<file path="src/rbs_pkg.sv">
// Constants shared by the residual balance supervision block.
//
// Behaviour
// A voltage imbalance is declared while the magnitude of the phase voltage sum minus three times the zero-sequence voltage exceeds 10 V.
// With delta wiring the code compares the line voltage sum alone against 10 V, with no zero-sequence term.
// The zero-sequence term comes from the direct residual input or from the phase voltage sum, as the residual source choice selects.
// A voltage supervision alarm lights the front alarm indicator and records error code 42.
// The voltage imbalance must persist for a detection time of 1.0 to 100.0 s in 0.1 s steps before its alarm rises.
// Each supervision has its own enable, and with it off that supervision never raises its alarm.
// A current supervision alarm lights the front alarm indicator and records error code 41.
// The current imbalance must persist for its own detection time of 1.0 to 100.0 s in 0.1 s steps before its alarm rises.
// Delta wiring treats the voltage inputs as line-to-line quantities and wye wiring as line-to-neutral quantities.
// In two-phase mode only the AB and BC line voltages are input and the CA line voltage is derived from them.
// Software selecting the computed residual source must also select wye wiring and three-phase input.
// With wye wiring the two/three-phase setting has no effect on any calculation.
// With wye wiring the line-to-line voltages are computed from the measured line-to-neutral voltages.
// A current imbalance is declared while the magnitude of the phase current sum minus the measured residual current exceeds a settable threshold.
// A detection timer restarts from zero whenever its imbalance clears before the detection time has elapsed.
package rbs_pkg;
   // -----------------------------------------------------------------
   // Timing
   // -----------------------------------------------------------------
   localparam int CLK_HZ       = 20_000_000;
   localparam int STEP_MS      = 100;
   localparam int TICK_CYCLES  = CLK_HZ / 1000 * STEP_MS;
   localparam int DLY_W        = 10;
   localparam logic [9:0] DLY_MIN = 10'h00a;
   localparam logic [9:0] DLY_MAX = 10'h3e8;
   localparam logic [9:0] DLY_RST = 10'h00a;

   // -----------------------------------------------------------------
   // Thresholds and record codes
   // -----------------------------------------------------------------
   localparam int VOLT_LIMIT_MV = 10000;
   localparam int VOLT_LSB_MV   = 100;
   localparam int VOLT_LIMIT_CNT = VOLT_LIMIT_MV / VOLT_LSB_MV;
   localparam logic [15:0] CUR_LIMIT_RST = 16'h0064;
   localparam logic [7:0]  CODE_VOLT     = 8'h2a;
   localparam logic [7:0]  CODE_CURR     = 8'h29;

   // -----------------------------------------------------------------
   // Register offsets
   // -----------------------------------------------------------------
   localparam logic [7:0] ADDR_CTRL  = 8'h00;
   localparam logic [7:0] ADDR_VDLY  = 8'h04;
   localparam logic [7:0] ADDR_CDLY  = 8'h08;
   localparam logic [7:0] ADDR_CLIM  = 8'h0c;
   localparam logic [7:0] ADDR_STAT  = 8'h10;
   localparam logic [7:0] ADDR_MASK  = 8'h14;
   localparam logic [7:0] ADDR_STATE = 8'h18;
   localparam logic [7:0] ADDR_LAB   = 8'h1c;
   localparam logic [7:0] ADDR_LBC   = 8'h20;
   localparam logic [7:0] ADDR_LCA   = 8'h24;

   // -----------------------------------------------------------------
   // Field positions and reset values
   // -----------------------------------------------------------------
   localparam int CTRL_W       = 5;
   localparam int CTRL_VEN     = 0;
   localparam int CTRL_CEN     = 1;
   localparam int CTRL_SRC     = 2;
   localparam int CTRL_WYE     = 3;
   localparam int CTRL_TWO     = 4;
   localparam logic [4:0] CTRL_RST = 5'h08;
   localparam int EVT_VOLT     = 0;
   localparam int EVT_CURR     = 1;
   localparam int STATE_CODE   = 8;
endpackage : rbs_pkg

</file>
<file path="src/rbs_timer_if.sv">
// Connection between the supervision core and one detection timer.
`timescale 1ns/1ns
interface rbs_timer_if;
   logic                     enable;
   logic                     cond;
   logic [rbs_pkg::DLY_W-1:0] delay;
   logic                     fire;

   modport core  (output enable, output cond, output delay, input fire);
   modport timer (input enable, input cond, input delay, output fire);
endinterface : rbs_timer_if

</file>
<file path="src/rbs_delay_timer.sv">
// Detection timer: raises fire once its condition has held for the set time.
`timescale 1ns/1ns
module rbs_delay_timer #(
   parameter int TICK_CYCLES = rbs_pkg::TICK_CYCLES
) (
   // Clock and reset.
   input  wire logic  mclk_i,
   input  wire logic  rst_i,
   // Core side.
   rbs_timer_if.timer tmr
);
   localparam int PW = $clog2(TICK_CYCLES + 1);

   initial begin
      if (TICK_CYCLES < 1) $error("TICK_CYCLES must be at least one");
   end

   logic [PW-1:0]             pre_ff;
   logic [rbs_pkg::DLY_W-1:0] step_ff;
   logic                      fire_ff;
   logic                      run;
   logic                      tick;

   // The prescaler restarts with the condition, so the time is exact.
   assign run  = tmr.enable & tmr.cond;
   assign tick = (pre_ff == PW'(TICK_CYCLES - 1));

   // Tenth-second prescaler, held at zero while idle.
   always_ff @(posedge mclk_i) begin
      if (rst_i || !run || tick) begin
         pre_ff <= '0;
      end else begin
         pre_ff <= pre_ff + PW'(1);
      end
   end

   // Step counter; any gap in the condition starts it over.
   always_ff @(posedge mclk_i) begin
      if (rst_i || !run) begin
         step_ff <= '0;
      end else if (tick && step_ff < tmr.delay) begin
         step_ff <= step_ff + rbs_pkg::DLY_W'(1);
      end
   end

   // Fire level, dropped as soon as the condition or the enable goes.
   always_ff @(posedge mclk_i) begin
      if (rst_i || !run) begin
         fire_ff <= 1'b0;
      end else if (tick && step_ff + rbs_pkg::DLY_W'(1) >= tmr.delay) begin
         fire_ff <= 1'b1;
      end
   end

   assign tmr.fire = fire_ff & run;
endmodule : rbs_delay_timer

</file>
<file path="src/rbs_supervisor.sv">
// Residual voltage and current balance supervision with its register file.
`timescale 1ns/1ns
module rbs_supervisor #(
   parameter int SAMPLE_W    = 16,
   parameter int TICK_CYCLES = rbs_pkg::TICK_CYCLES
) (
   // Clock and reset.
   input  wire logic                mclk_i,
   input  wire logic                rst_i,
   // Register port.
   input  wire logic [7:0]          addr_i,
   input  wire logic [31:0]         wdata_i,
   input  wire logic                wr_i,
   input  wire logic                rd_i,
   output logic      [31:0]         rdata_o,
   // Sampled measurements.
   input  wire logic                sample_valid_i,
   input  wire logic [SAMPLE_W-1:0] volt_a_i,
   input  wire logic [SAMPLE_W-1:0] volt_b_i,
   input  wire logic [SAMPLE_W-1:0] volt_c_i,
   input  wire logic [SAMPLE_W-1:0] direct_residual_input_i,
   input  wire logic [SAMPLE_W-1:0] curr_a_i,
   input  wire logic [SAMPLE_W-1:0] curr_b_i,
   input  wire logic [SAMPLE_W-1:0] curr_c_i,
   input  wire logic [SAMPLE_W-1:0] curr_residual_i,
   // Derived line voltages.
   output logic                     line_valid_o,
   output logic      [SAMPLE_W:0]   line_ab_o,
   output logic      [SAMPLE_W:0]   line_bc_o,
   output logic      [SAMPLE_W:0]   line_ca_o,
   // Alarm and record.
   output logic                     alarm_led_o,
   output logic                     rec_valid_o,
   output logic      [7:0]          rec_code_o,
   output logic                     irq_o
);
   localparam int S = SAMPLE_W;
   localparam int W = SAMPLE_W + 4;

   initial begin
      if (SAMPLE_W < 8 || SAMPLE_W > 27) $error("SAMPLE_W must be 8 to 27");
   end

   // ---------------------------------------------------------------
   // Helper functions
   // ---------------------------------------------------------------
   // Sign-extends a sample to the working width.
   function automatic logic signed [W-1:0] wide(input logic [S-1:0] x);
      return W'($signed(x));
   endfunction : wide

   // Magnitude of a signed working value.
   function automatic logic [W-1:0] mag(input logic signed [W-1:0] x);
      return (x < 0) ? W'(-x) : W'(x);
   endfunction : mag

   // Keeps a written detection time inside 1.0 to 100.0 s.
   function automatic logic [9:0] clamp_dly(input logic [31:0] d);
      if (d < 32'(rbs_pkg::DLY_MIN)) return rbs_pkg::DLY_MIN;
      else if (d > 32'(rbs_pkg::DLY_MAX)) return rbs_pkg::DLY_MAX;
      else return d[9:0];
   endfunction : clamp_dly

   // ---------------------------------------------------------------
   // Registers
   // ---------------------------------------------------------------
   logic [rbs_pkg::CTRL_W-1:0] ctrl_ff;
   logic [9:0]                 vdly_ff;
   logic [9:0]                 cdly_ff;
   logic [15:0]                clim_ff;
   logic [1:0]                 stat_ff;
   logic [1:0]                 mask_ff;
   logic [31:0]                rdata_ff;
   logic [1:0]                 evt;
   logic [1:0]                 nxt_stat;

   logic volt_balance_enable;
   logic current_balance_enable;
   logic residual_source_choice;
   logic wye_wiring;
   logic voltage_phase_count_select;

   assign volt_balance_enable        = ctrl_ff[rbs_pkg::CTRL_VEN];
   assign current_balance_enable     = ctrl_ff[rbs_pkg::CTRL_CEN];
   assign residual_source_choice     = ctrl_ff[rbs_pkg::CTRL_SRC];
   assign wye_wiring                 = ctrl_ff[rbs_pkg::CTRL_WYE];
   assign voltage_phase_count_select = ctrl_ff[rbs_pkg::CTRL_TWO];

   // Analog input configuration and supervision settings.
   always_ff @(posedge mclk_i) begin
      if (rst_i) begin
         ctrl_ff <= rbs_pkg::CTRL_RST;
         vdly_ff <= rbs_pkg::DLY_RST;
         cdly_ff <= rbs_pkg::DLY_RST;
         clim_ff <= rbs_pkg::CUR_LIMIT_RST;
         mask_ff <= 2'h0;
      end else if (wr_i) begin
         if (addr_i == rbs_pkg::ADDR_CTRL) begin
            ctrl_ff <= wdata_i[rbs_pkg::CTRL_W-1:0];
         end else if (addr_i == rbs_pkg::ADDR_VDLY) begin
            vdly_ff <= clamp_dly(wdata_i);
         end else if (addr_i == rbs_pkg::ADDR_CDLY) begin
            cdly_ff <= clamp_dly(wdata_i);
         end else if (addr_i == rbs_pkg::ADDR_CLIM) begin
            clim_ff <= wdata_i[15:0];
         end else if (addr_i == rbs_pkg::ADDR_MASK) begin
            mask_ff <= wdata_i[1:0];
         end
      end
   end

   // Sticky events: a new event wins over a write-one clear.
   always_comb begin
      nxt_stat = stat_ff;
      if (wr_i && addr_i == rbs_pkg::ADDR_STAT) begin
         nxt_stat = stat_ff & ~wdata_i[1:0];
      end
      nxt_stat = nxt_stat | evt;
   end

   always_ff @(posedge mclk_i) begin
      if (rst_i) begin
         stat_ff <= 2'h0;
      end else begin
         stat_ff <= nxt_stat;
      end
   end

   assign irq_o = |(stat_ff & mask_ff);

   // ---------------------------------------------------------------
   // Measurement path
   // ---------------------------------------------------------------
   logic signed [W-1:0] ab;
   logic signed [W-1:0] bc;
   logic signed [W-1:0] ca;
   logic signed [W-1:0] vsum;
   logic signed [W-1:0] resid;
   logic signed [W-1:0] vdiff;
   logic signed [W-1:0] idiff;
   logic                volt_imb_ff;
   logic                curr_imb_ff;
   logic                line_valid_ff;
   logic [S:0]          lab_ff;
   logic [S:0]          lbc_ff;
   logic [S:0]          lca_ff;

   // Line voltages from the wiring and phase-count settings.
   always_comb begin
      if (wye_wiring) begin
         ab = wide(volt_a_i) - wide(volt_b_i);
         bc = wide(volt_b_i) - wide(volt_c_i);
         ca = wide(volt_c_i) - wide(volt_a_i);
      end else begin
         ab = wide(volt_a_i);
         bc = wide(volt_b_i);
         if (voltage_phase_count_select) begin
            ca = -(wide(volt_a_i) + wide(volt_b_i));
         end else begin
            ca = wide(volt_c_i);
         end
      end
   end

   // Balance equations for the voltage and current circuits.
   always_comb begin
      if (wye_wiring) begin
         vsum = wide(volt_a_i) + wide(volt_b_i) + wide(volt_c_i);
      end else begin
         vsum = ab + bc + ca;
      end
      if (residual_source_choice) begin
         resid = wide(volt_a_i) + wide(volt_b_i) + wide(volt_c_i);
      end else begin
         resid = wide(direct_residual_input_i) * W'(3);
      end
      // Delta wiring has no neutral, so the line sum alone must vanish.
      vdiff = wye_wiring ? (vsum - resid) : vsum;
      idiff = wide(curr_a_i) + wide(curr_b_i) + wide(curr_c_i)
              - wide(curr_residual_i);
   end

   // Imbalance flags and line voltages, refreshed on each sample.
   always_ff @(posedge mclk_i) begin
      if (rst_i) begin
         volt_imb_ff <= 1'b0;
         curr_imb_ff <= 1'b0;
         lab_ff      <= '0;
         lbc_ff      <= '0;
         lca_ff      <= '0;
      end else if (sample_valid_i) begin
         volt_imb_ff <= mag(vdiff) > W'(rbs_pkg::VOLT_LIMIT_CNT);
         curr_imb_ff <= mag(idiff) > W'(clim_ff);
         lab_ff      <= ab[S:0];
         lbc_ff      <= bc[S:0];
         lca_ff      <= ca[S:0];
      end
   end

   always_ff @(posedge mclk_i) begin
      if (rst_i) begin
         line_valid_ff <= 1'b0;
      end else begin
         line_valid_ff <= sample_valid_i;
      end
   end

   assign line_valid_o = line_valid_ff;
   assign line_ab_o    = lab_ff;
   assign line_bc_o    = lbc_ff;
   assign line_ca_o    = lca_ff;

   // ---------------------------------------------------------------
   // Detection timers
   // ---------------------------------------------------------------
   rbs_timer_if vtmr ();
   rbs_timer_if ctmr ();

   assign vtmr.enable = volt_balance_enable;
   assign vtmr.cond   = volt_imb_ff;
   assign vtmr.delay  = vdly_ff;
   assign ctmr.enable = current_balance_enable;
   assign ctmr.cond   = curr_imb_ff;
   assign ctmr.delay  = cdly_ff;

   rbs_delay_timer #(
      .TICK_CYCLES (TICK_CYCLES)
   ) u_volt_timer (
      .mclk_i (mclk_i),
      .rst_i  (rst_i),
      .tmr    (vtmr)
   );

   rbs_delay_timer #(
      .TICK_CYCLES (TICK_CYCLES)
   ) u_curr_timer (
      .mclk_i (mclk_i),
      .rst_i  (rst_i),
      .tmr    (ctmr)
   );

   // ---------------------------------------------------------------
   // Alarm indicator and error record
   // ---------------------------------------------------------------
   logic       vfire_d_ff;
   logic       cfire_d_ff;
   logic [1:0] pend_ff;
   logic       rec_valid_ff;
   logic [7:0] rec_code_ff;
   logic       led_ff;
   logic [7:0] last_code_ff;

   assign evt[rbs_pkg::EVT_VOLT] = vtmr.fire & ~vfire_d_ff;
   assign evt[rbs_pkg::EVT_CURR] = ctmr.fire & ~cfire_d_ff;

   // Edge history of both alarms.
   always_ff @(posedge mclk_i) begin
      if (rst_i) begin
         vfire_d_ff <= 1'b0;
         cfire_d_ff <= 1'b0;
      end else begin
         vfire_d_ff <= vtmr.fire;
         cfire_d_ff <= ctmr.fire;
      end
   end

   // Alarm indicator follows either live supervision alarm.
   always_ff @(posedge mclk_i) begin
      if (rst_i) begin
         led_ff <= 1'b0;
      end else begin
         led_ff <= vtmr.fire | ctmr.fire;
      end
   end

   assign alarm_led_o = led_ff;

   // One record per cycle; the voltage code goes first if both rise.
   always_ff @(posedge mclk_i) begin
      if (rst_i) begin
         pend_ff      <= 2'h0;
         rec_valid_ff <= 1'b0;
         rec_code_ff  <= 8'h00;
         last_code_ff <= 8'h00;
      end else begin
         rec_valid_ff <= 1'b0;
         if ((pend_ff[rbs_pkg::EVT_VOLT] | evt[rbs_pkg::EVT_VOLT]) == 1'b1) begin
            rec_valid_ff <= 1'b1;
            rec_code_ff  <= rbs_pkg::CODE_VOLT;
            last_code_ff <= rbs_pkg::CODE_VOLT;
            pend_ff      <= {pend_ff[rbs_pkg::EVT_CURR] | evt[rbs_pkg::EVT_CURR], 1'b0};
         end else if ((pend_ff[rbs_pkg::EVT_CURR] | evt[rbs_pkg::EVT_CURR]) == 1'b1) begin
            rec_valid_ff <= 1'b1;
            rec_code_ff  <= rbs_pkg::CODE_CURR;
            last_code_ff <= rbs_pkg::CODE_CURR;
            pend_ff      <= 2'h0;
         end
      end
   end

   assign rec_valid_o = rec_valid_ff;
   assign rec_code_o  = rec_code_ff;

   // ---------------------------------------------------------------
   // Read port
   // ---------------------------------------------------------------
   // Read data appear the cycle after the strobe; unmapped reads give zero.
   always_ff @(posedge mclk_i) begin
      if (rst_i) begin
         rdata_ff <= 32'h0000_0000;
      end else if (rd_i) begin
         if (addr_i == rbs_pkg::ADDR_CTRL) begin
            rdata_ff <= 32'(ctrl_ff);
         end else if (addr_i == rbs_pkg::ADDR_VDLY) begin
            rdata_ff <= 32'(vdly_ff);
         end else if (addr_i == rbs_pkg::ADDR_CDLY) begin
            rdata_ff <= 32'(cdly_ff);
         end else if (addr_i == rbs_pkg::ADDR_CLIM) begin
            rdata_ff <= 32'(clim_ff);
         end else if (addr_i == rbs_pkg::ADDR_STAT) begin
            rdata_ff <= 32'(stat_ff);
         end else if (addr_i == rbs_pkg::ADDR_MASK) begin
            rdata_ff <= 32'(mask_ff);
         end else if (addr_i == rbs_pkg::ADDR_STATE) begin
            rdata_ff <= {16'h0000, last_code_ff, 4'h0, curr_imb_ff, volt_imb_ff,
                         ctmr.fire, vtmr.fire};
         end else if (addr_i == rbs_pkg::ADDR_LAB) begin
            rdata_ff <= 32'($signed(lab_ff));
         end else if (addr_i == rbs_pkg::ADDR_LBC) begin
            rdata_ff <= 32'($signed(lbc_ff));
         end else if (addr_i == rbs_pkg::ADDR_LCA) begin
            rdata_ff <= 32'($signed(lca_ff));
         end else begin
            rdata_ff <= 32'h0000_0000;
         end
      end else begin
         rdata_ff <= 32'h0000_0000;
      end
   end

   assign rdata_o = rdata_ff;
endmodule : rbs_supervisor

</file>
<file path="config.mk">
export PLATFORM = sky130hd
export DESIGN_NAME = rbs_supervisor
export DESIGN_NICKNAME = d
export VERILOG_FILES = /design/src/rbs_pkg.sv /design/src/rbs_timer_if.sv /design/src/rbs_delay_timer.sv /design/src/rbs_supervisor.sv
export SDC_FILE = /design/constraint.sdc
export NUM_CORES = 1
export LEC_CHECK = 0
export BUFFER_PORTS_ARGS = -buffer_cell sky130_fd_sc_hd__buf_2
export CORE_ASPECT_RATIO = 2
export CORE_MARGIN = 2
export CORE_UTILIZATION = 50
export DETAILED_ROUTE_END_ITERATION = 16
export PLACE_DENSITY = 0.71
export SETUP_SLACK_MARGIN = 0.2
export SKIP_LAST_GASP = 1
export SLEW_MARGIN = 20
export SYNTH_ARGS = -nofsm -noshare
export SYNTH_HDL_FRONTEND = slang
export SYNTH_HIERARCHICAL = 1
export SYNTH_SLANG_ARGS = --single-unit
</file>
<file path="constraint.sdc">
create_clock -name mclk_i -period 10.7 [get_ports mclk_i]
set_clock_uncertainty 0.1 [all_clocks]
set_input_delay 0.535 -clock mclk_i [delete_from_list [all_inputs] [get_ports mclk_i]]
set_output_delay 0.535 -clock mclk_i [all_outputs]
set_load 0.03 [all_outputs]
</file>
==> impl_metrics.csv <==
group,metric,value,unit
logic_synthesis,synthCells,2711,
detailed_routing,drtAntennaViolNets,0,
die,core-area,40900,um2
global_route,grt_pass1_wl,111000,um
clock_tree,cts_tree,"built",
logic_synthesis,synth_cell_types,95,
logic_synthesis,synth_area_leaders,"dfxtp_1, ha_1, fa_1",
detailed_routing,drc,0,
clock_tree,cts_buffers,17,
detailed_routing,dr.pass1.iters,5,
worst_setup_path,cpPeakStageDelay,0.63,ns
clock_tree,path_clk_slew,0.08,ns
logic_synthesis,yosys.area_share.simple,22.0,%
sta,finalCritPeriodShare,84.5,%
logic_synthesis,synth_top_area_share,18.2,%
min_path,hp-class,"input pin to register",
sta,fmax,111,MHz
sta,setup_viol,0,
logic_synthesis,avgSynthCellArea,7.62,um2
worst_setup_path,crit_required,10.99,ns
power_and_ir_drop,max-vdd-ir-drop,0.000134,V
worst_setup_path,cp_max_fo,7,
job,max_cap_violations,0,
worst_setup_path,cp-end-kind,"register",
worst_setup_path,crit_type,"input pin to register",
logic_synthesis,synth_top_family_by_area,"compound AO/OA/AOI/OAI gates",
die,die_x,148,um
clock_tree,post_cts_resized,0,
die,fp.dieH,292,um
sta,slew_violations,0,
sta,min_period,9.04,ns
global_route,grt_pass1_vias,21300,
logic_synthesis,synth_mux_area_share,2.09,%
worst_setup_path,path_buf_inv,2,
power_and_ir_drop,p_leak,10.2,nW
clock_tree,cts_hold_buf,0,
clock_tree,h-tree-depth,4,
final_layout,layout-drive-gt1-share,12.9,%
sta,finalHoldViolations,0,
min_path,holdCritStartpoint,"wdata_i[12]",
sta,worstMarginPinSlew,1.19,ns
logic_synthesis,synth-adder-area-share,19.7,%
detailed_routing,wl,72200,um
logic_synthesis,ys_ff_latch,188,
worst_setup_path,path_delay_family,"compound AO/OA/AOI/OAI gates",
logic_synthesis,synth-compound-area-share,23.8,%
logic_synthesis,synth_edf_count,0,
power_and_ir_drop,powerDensity,179,nW/um2
worst_setup_path,r2r_slack,3.04,ns
detailed_routing,dr.first_iter.drc_count,1129,
detailed_routing,vias,21100,
power_and_ir_drop,totalPowerFinal,4.09,mW
global_route,grt_max_degree,80,
sta,whs,0.252,ns
die,io_pins,268,
logic_synthesis,synth_xor_xnor_area_share,6.91,%
sta,setup_tns,0,ns
worst_setup_path,r2r_start,"ctrl_ff[3]$_SDFFE_PP1P_",
detailed_routing,avgViaCountPerCell,6.11,
logic_synthesis,yosysSeqAreaShare,18.2,%
logic_synthesis,synthesis.area,20700,um2
sta,slew_headroom,20.2,%
worst_setup_path,cp.arrival,9.33,ns
worst_setup_path,crit_start,"volt_b_i[1]",
placed_design,port-buffer-count,263,
clock_tree,postCtsSetupBuffers,0,
worst_setup_path,slowest_stage,"or4_1",
clock_tree,clk_path_buf_depth,2,
detailed_routing,wire_per_inst,20.9,um
global_route,grt_antenna_before_repair,6,
final_layout,multi_input_area,15400,um2
clock_tree,clkSinkCount,188,
clock_tree,insertion_delay,0.46,ns
logic_synthesis,ys.warnings.count,6,
die,initial_core_util,50.6,%
logic_synthesis,synthArstFlopShare,0,%
global_route,track_usage,32.9,%
die,fp-row-count,105,
placed_design,dp_hpwl,60100,um
final_layout,n_fill_cell,3970,
placed_design,gp_congestion,1.01,
worst_setup_path,start_kind,"input pin",
logic_synthesis,synth_area_leader_cell,"dfxtp_1",
die,fp.dieArea,43100,um2
final_layout,regArea,3770,um2
run_status,status,"complete, no violations",
logic_synthesis,synth_ff_type,"dfxtp_1",
final_layout,fin_nets,3358,
worst_setup_path,path_common_cell,"nor2_1",
global_route,overflow,0,
clock_tree,cts_root_buf,"clkbuf_16",
final_layout,syn_to_final_growth,10.8,%
sta,rsz0062_at_grt,"no",
cells in the final DEF (no fill, tap or decap), types with 33 or more instances in the layout:
master      n
xnor2_1   114
mux2i_1    33
a21oi_1   223
inv_1     255
and3_1     34
nor2_1    269
o21a_1     36
nand2_1   211
dfxtp_1   187
o21ai_0   114
nand3_1    69
xor2_1     49
buf_2     262
a21o_1     55
ha_1      229
fa_1       60
a211oi_1   65
nor2b_1    35
nor3_1     70
power breakdown:
part | switching (mW) | internal, mW
combinational | 1.62 | 1.06
clock | 0.305 | 0.353
sequential | 0.0316 | 0.720
total | 1.96 | 2.13
worst reg2reg max path, delay by kind of cell, from the launching register on:
kind | cells | cell delay [ns]
buf+inv | 2 | 1.23
flops | 1 | 0.50
xor+xnor | 2 | 0.76
simple gates | 7 | 1.19
fa+ha+maj | 3 | 1.24
compound gates | 10 | 2.59
path summary, 6_finish.rpt:
kind	cells past startpoint	to
worst max-delay path	36	volt_imb_ff$_SDFFE_PP0P_
worst max register to register	24	volt_imb_ff$_SDFFE_PP0P_
worst min-delay path	3	clim_ff[12]$_SDFFE_PP0P_
worst min register to register	2	clim_ff[4]$_SDFFE_PP0P_
area by class of cell:
type | count | area share [%]
Timing Repair Buffer | 280 | 6.32
Inverter | 258 | 4.23
Tap cell | 535 | 2.92
Multi-Input combinational cell | 2151 | 67.4
Clock inverter | 12 | 0.672
Antenna cell | 6 | 0.0656
Clock buffer | 20 | 1.91
Sequential cell | 188 | 16.5
per-layer routing:
layer / vias up / track usage (%) / share of wire (%) / routed length [um]
li1: 10100 / - / - / -
met1: 9990 / 29.7 / 32 / 23200
met2: 754 / 63.2 / 54 / 38600
met3: 300 / 3.82 / 4.4 / 3170
met4: 2 / 28.3 / 10 / 7200
met5: - / 0 / 0.021 / 15
kinds of logic after synthesis:
| logic type | after synthesis |
|---|---|
| XOR/XNOR | 163 |
| multiplexers | 42 |
| other | 1 |
| adder cells (fa/ha/maj) | 289 |
| flip-flops | 188 |
| AO/OA/AOI/OAI | 741 |
| AND/OR/NAND/NOR | 912 |
| buffers and inverters | 375 |
cells in the mapped netlist (all sizes together), types with 10 or more instances:
library cell,n
and2,22
or4,26
a21o,55
o211ai,21
a21oi,224
nor2,269
a2111oi,14
nor4b,10
o21a,36
a31oi,16
buf,39
a211oi,67
nor2b,35
o21ai,127
mux2i,33
nor4,29
or3,28
inv,258
ha,229
nand3,71
nand2b,29
nand2,212
nand4,23
a21boi,13
fa,60
xnor2,114
o21bai,11
and3,34
dfxtp,188
clkbuf,78
xor2,49
or2,17
nor3,72
a222oi,13
o31ai,31
registers in the layout, summed over array words and instances, names as in the netlist, 10 cells and up:
signal,count
clim_ff,16
u_volt_timer/step_ff,10
vdly_ff,10
cdly_ff,10
line_ab_o,17
rdata_o,17
line_bc_o,17
u_curr_timer/pre_ff,21
u_curr_timer/step_ff,10
line_ca_o,17
u_volt_timer/pre_ff,21
per-stage QoR:
step | worst slack [ns] | cell area (um2) | utilization [%] | cells
finish | 1.66 | 22900 | 56.0 | 3450
global route | 1.16 | 22900 | 56.0 | 3447
CTS | 1.82 | 22900 | 56.0 | 3444
detailed placement | 1.36 | 22300 | 54.5 | 3412
global placement | 1.49 | 22300 | 54.5 | 3412
floorplan | 2.74 | 20700 | - | 2714
Note: power is estimated with default switching activity, not from simulation.
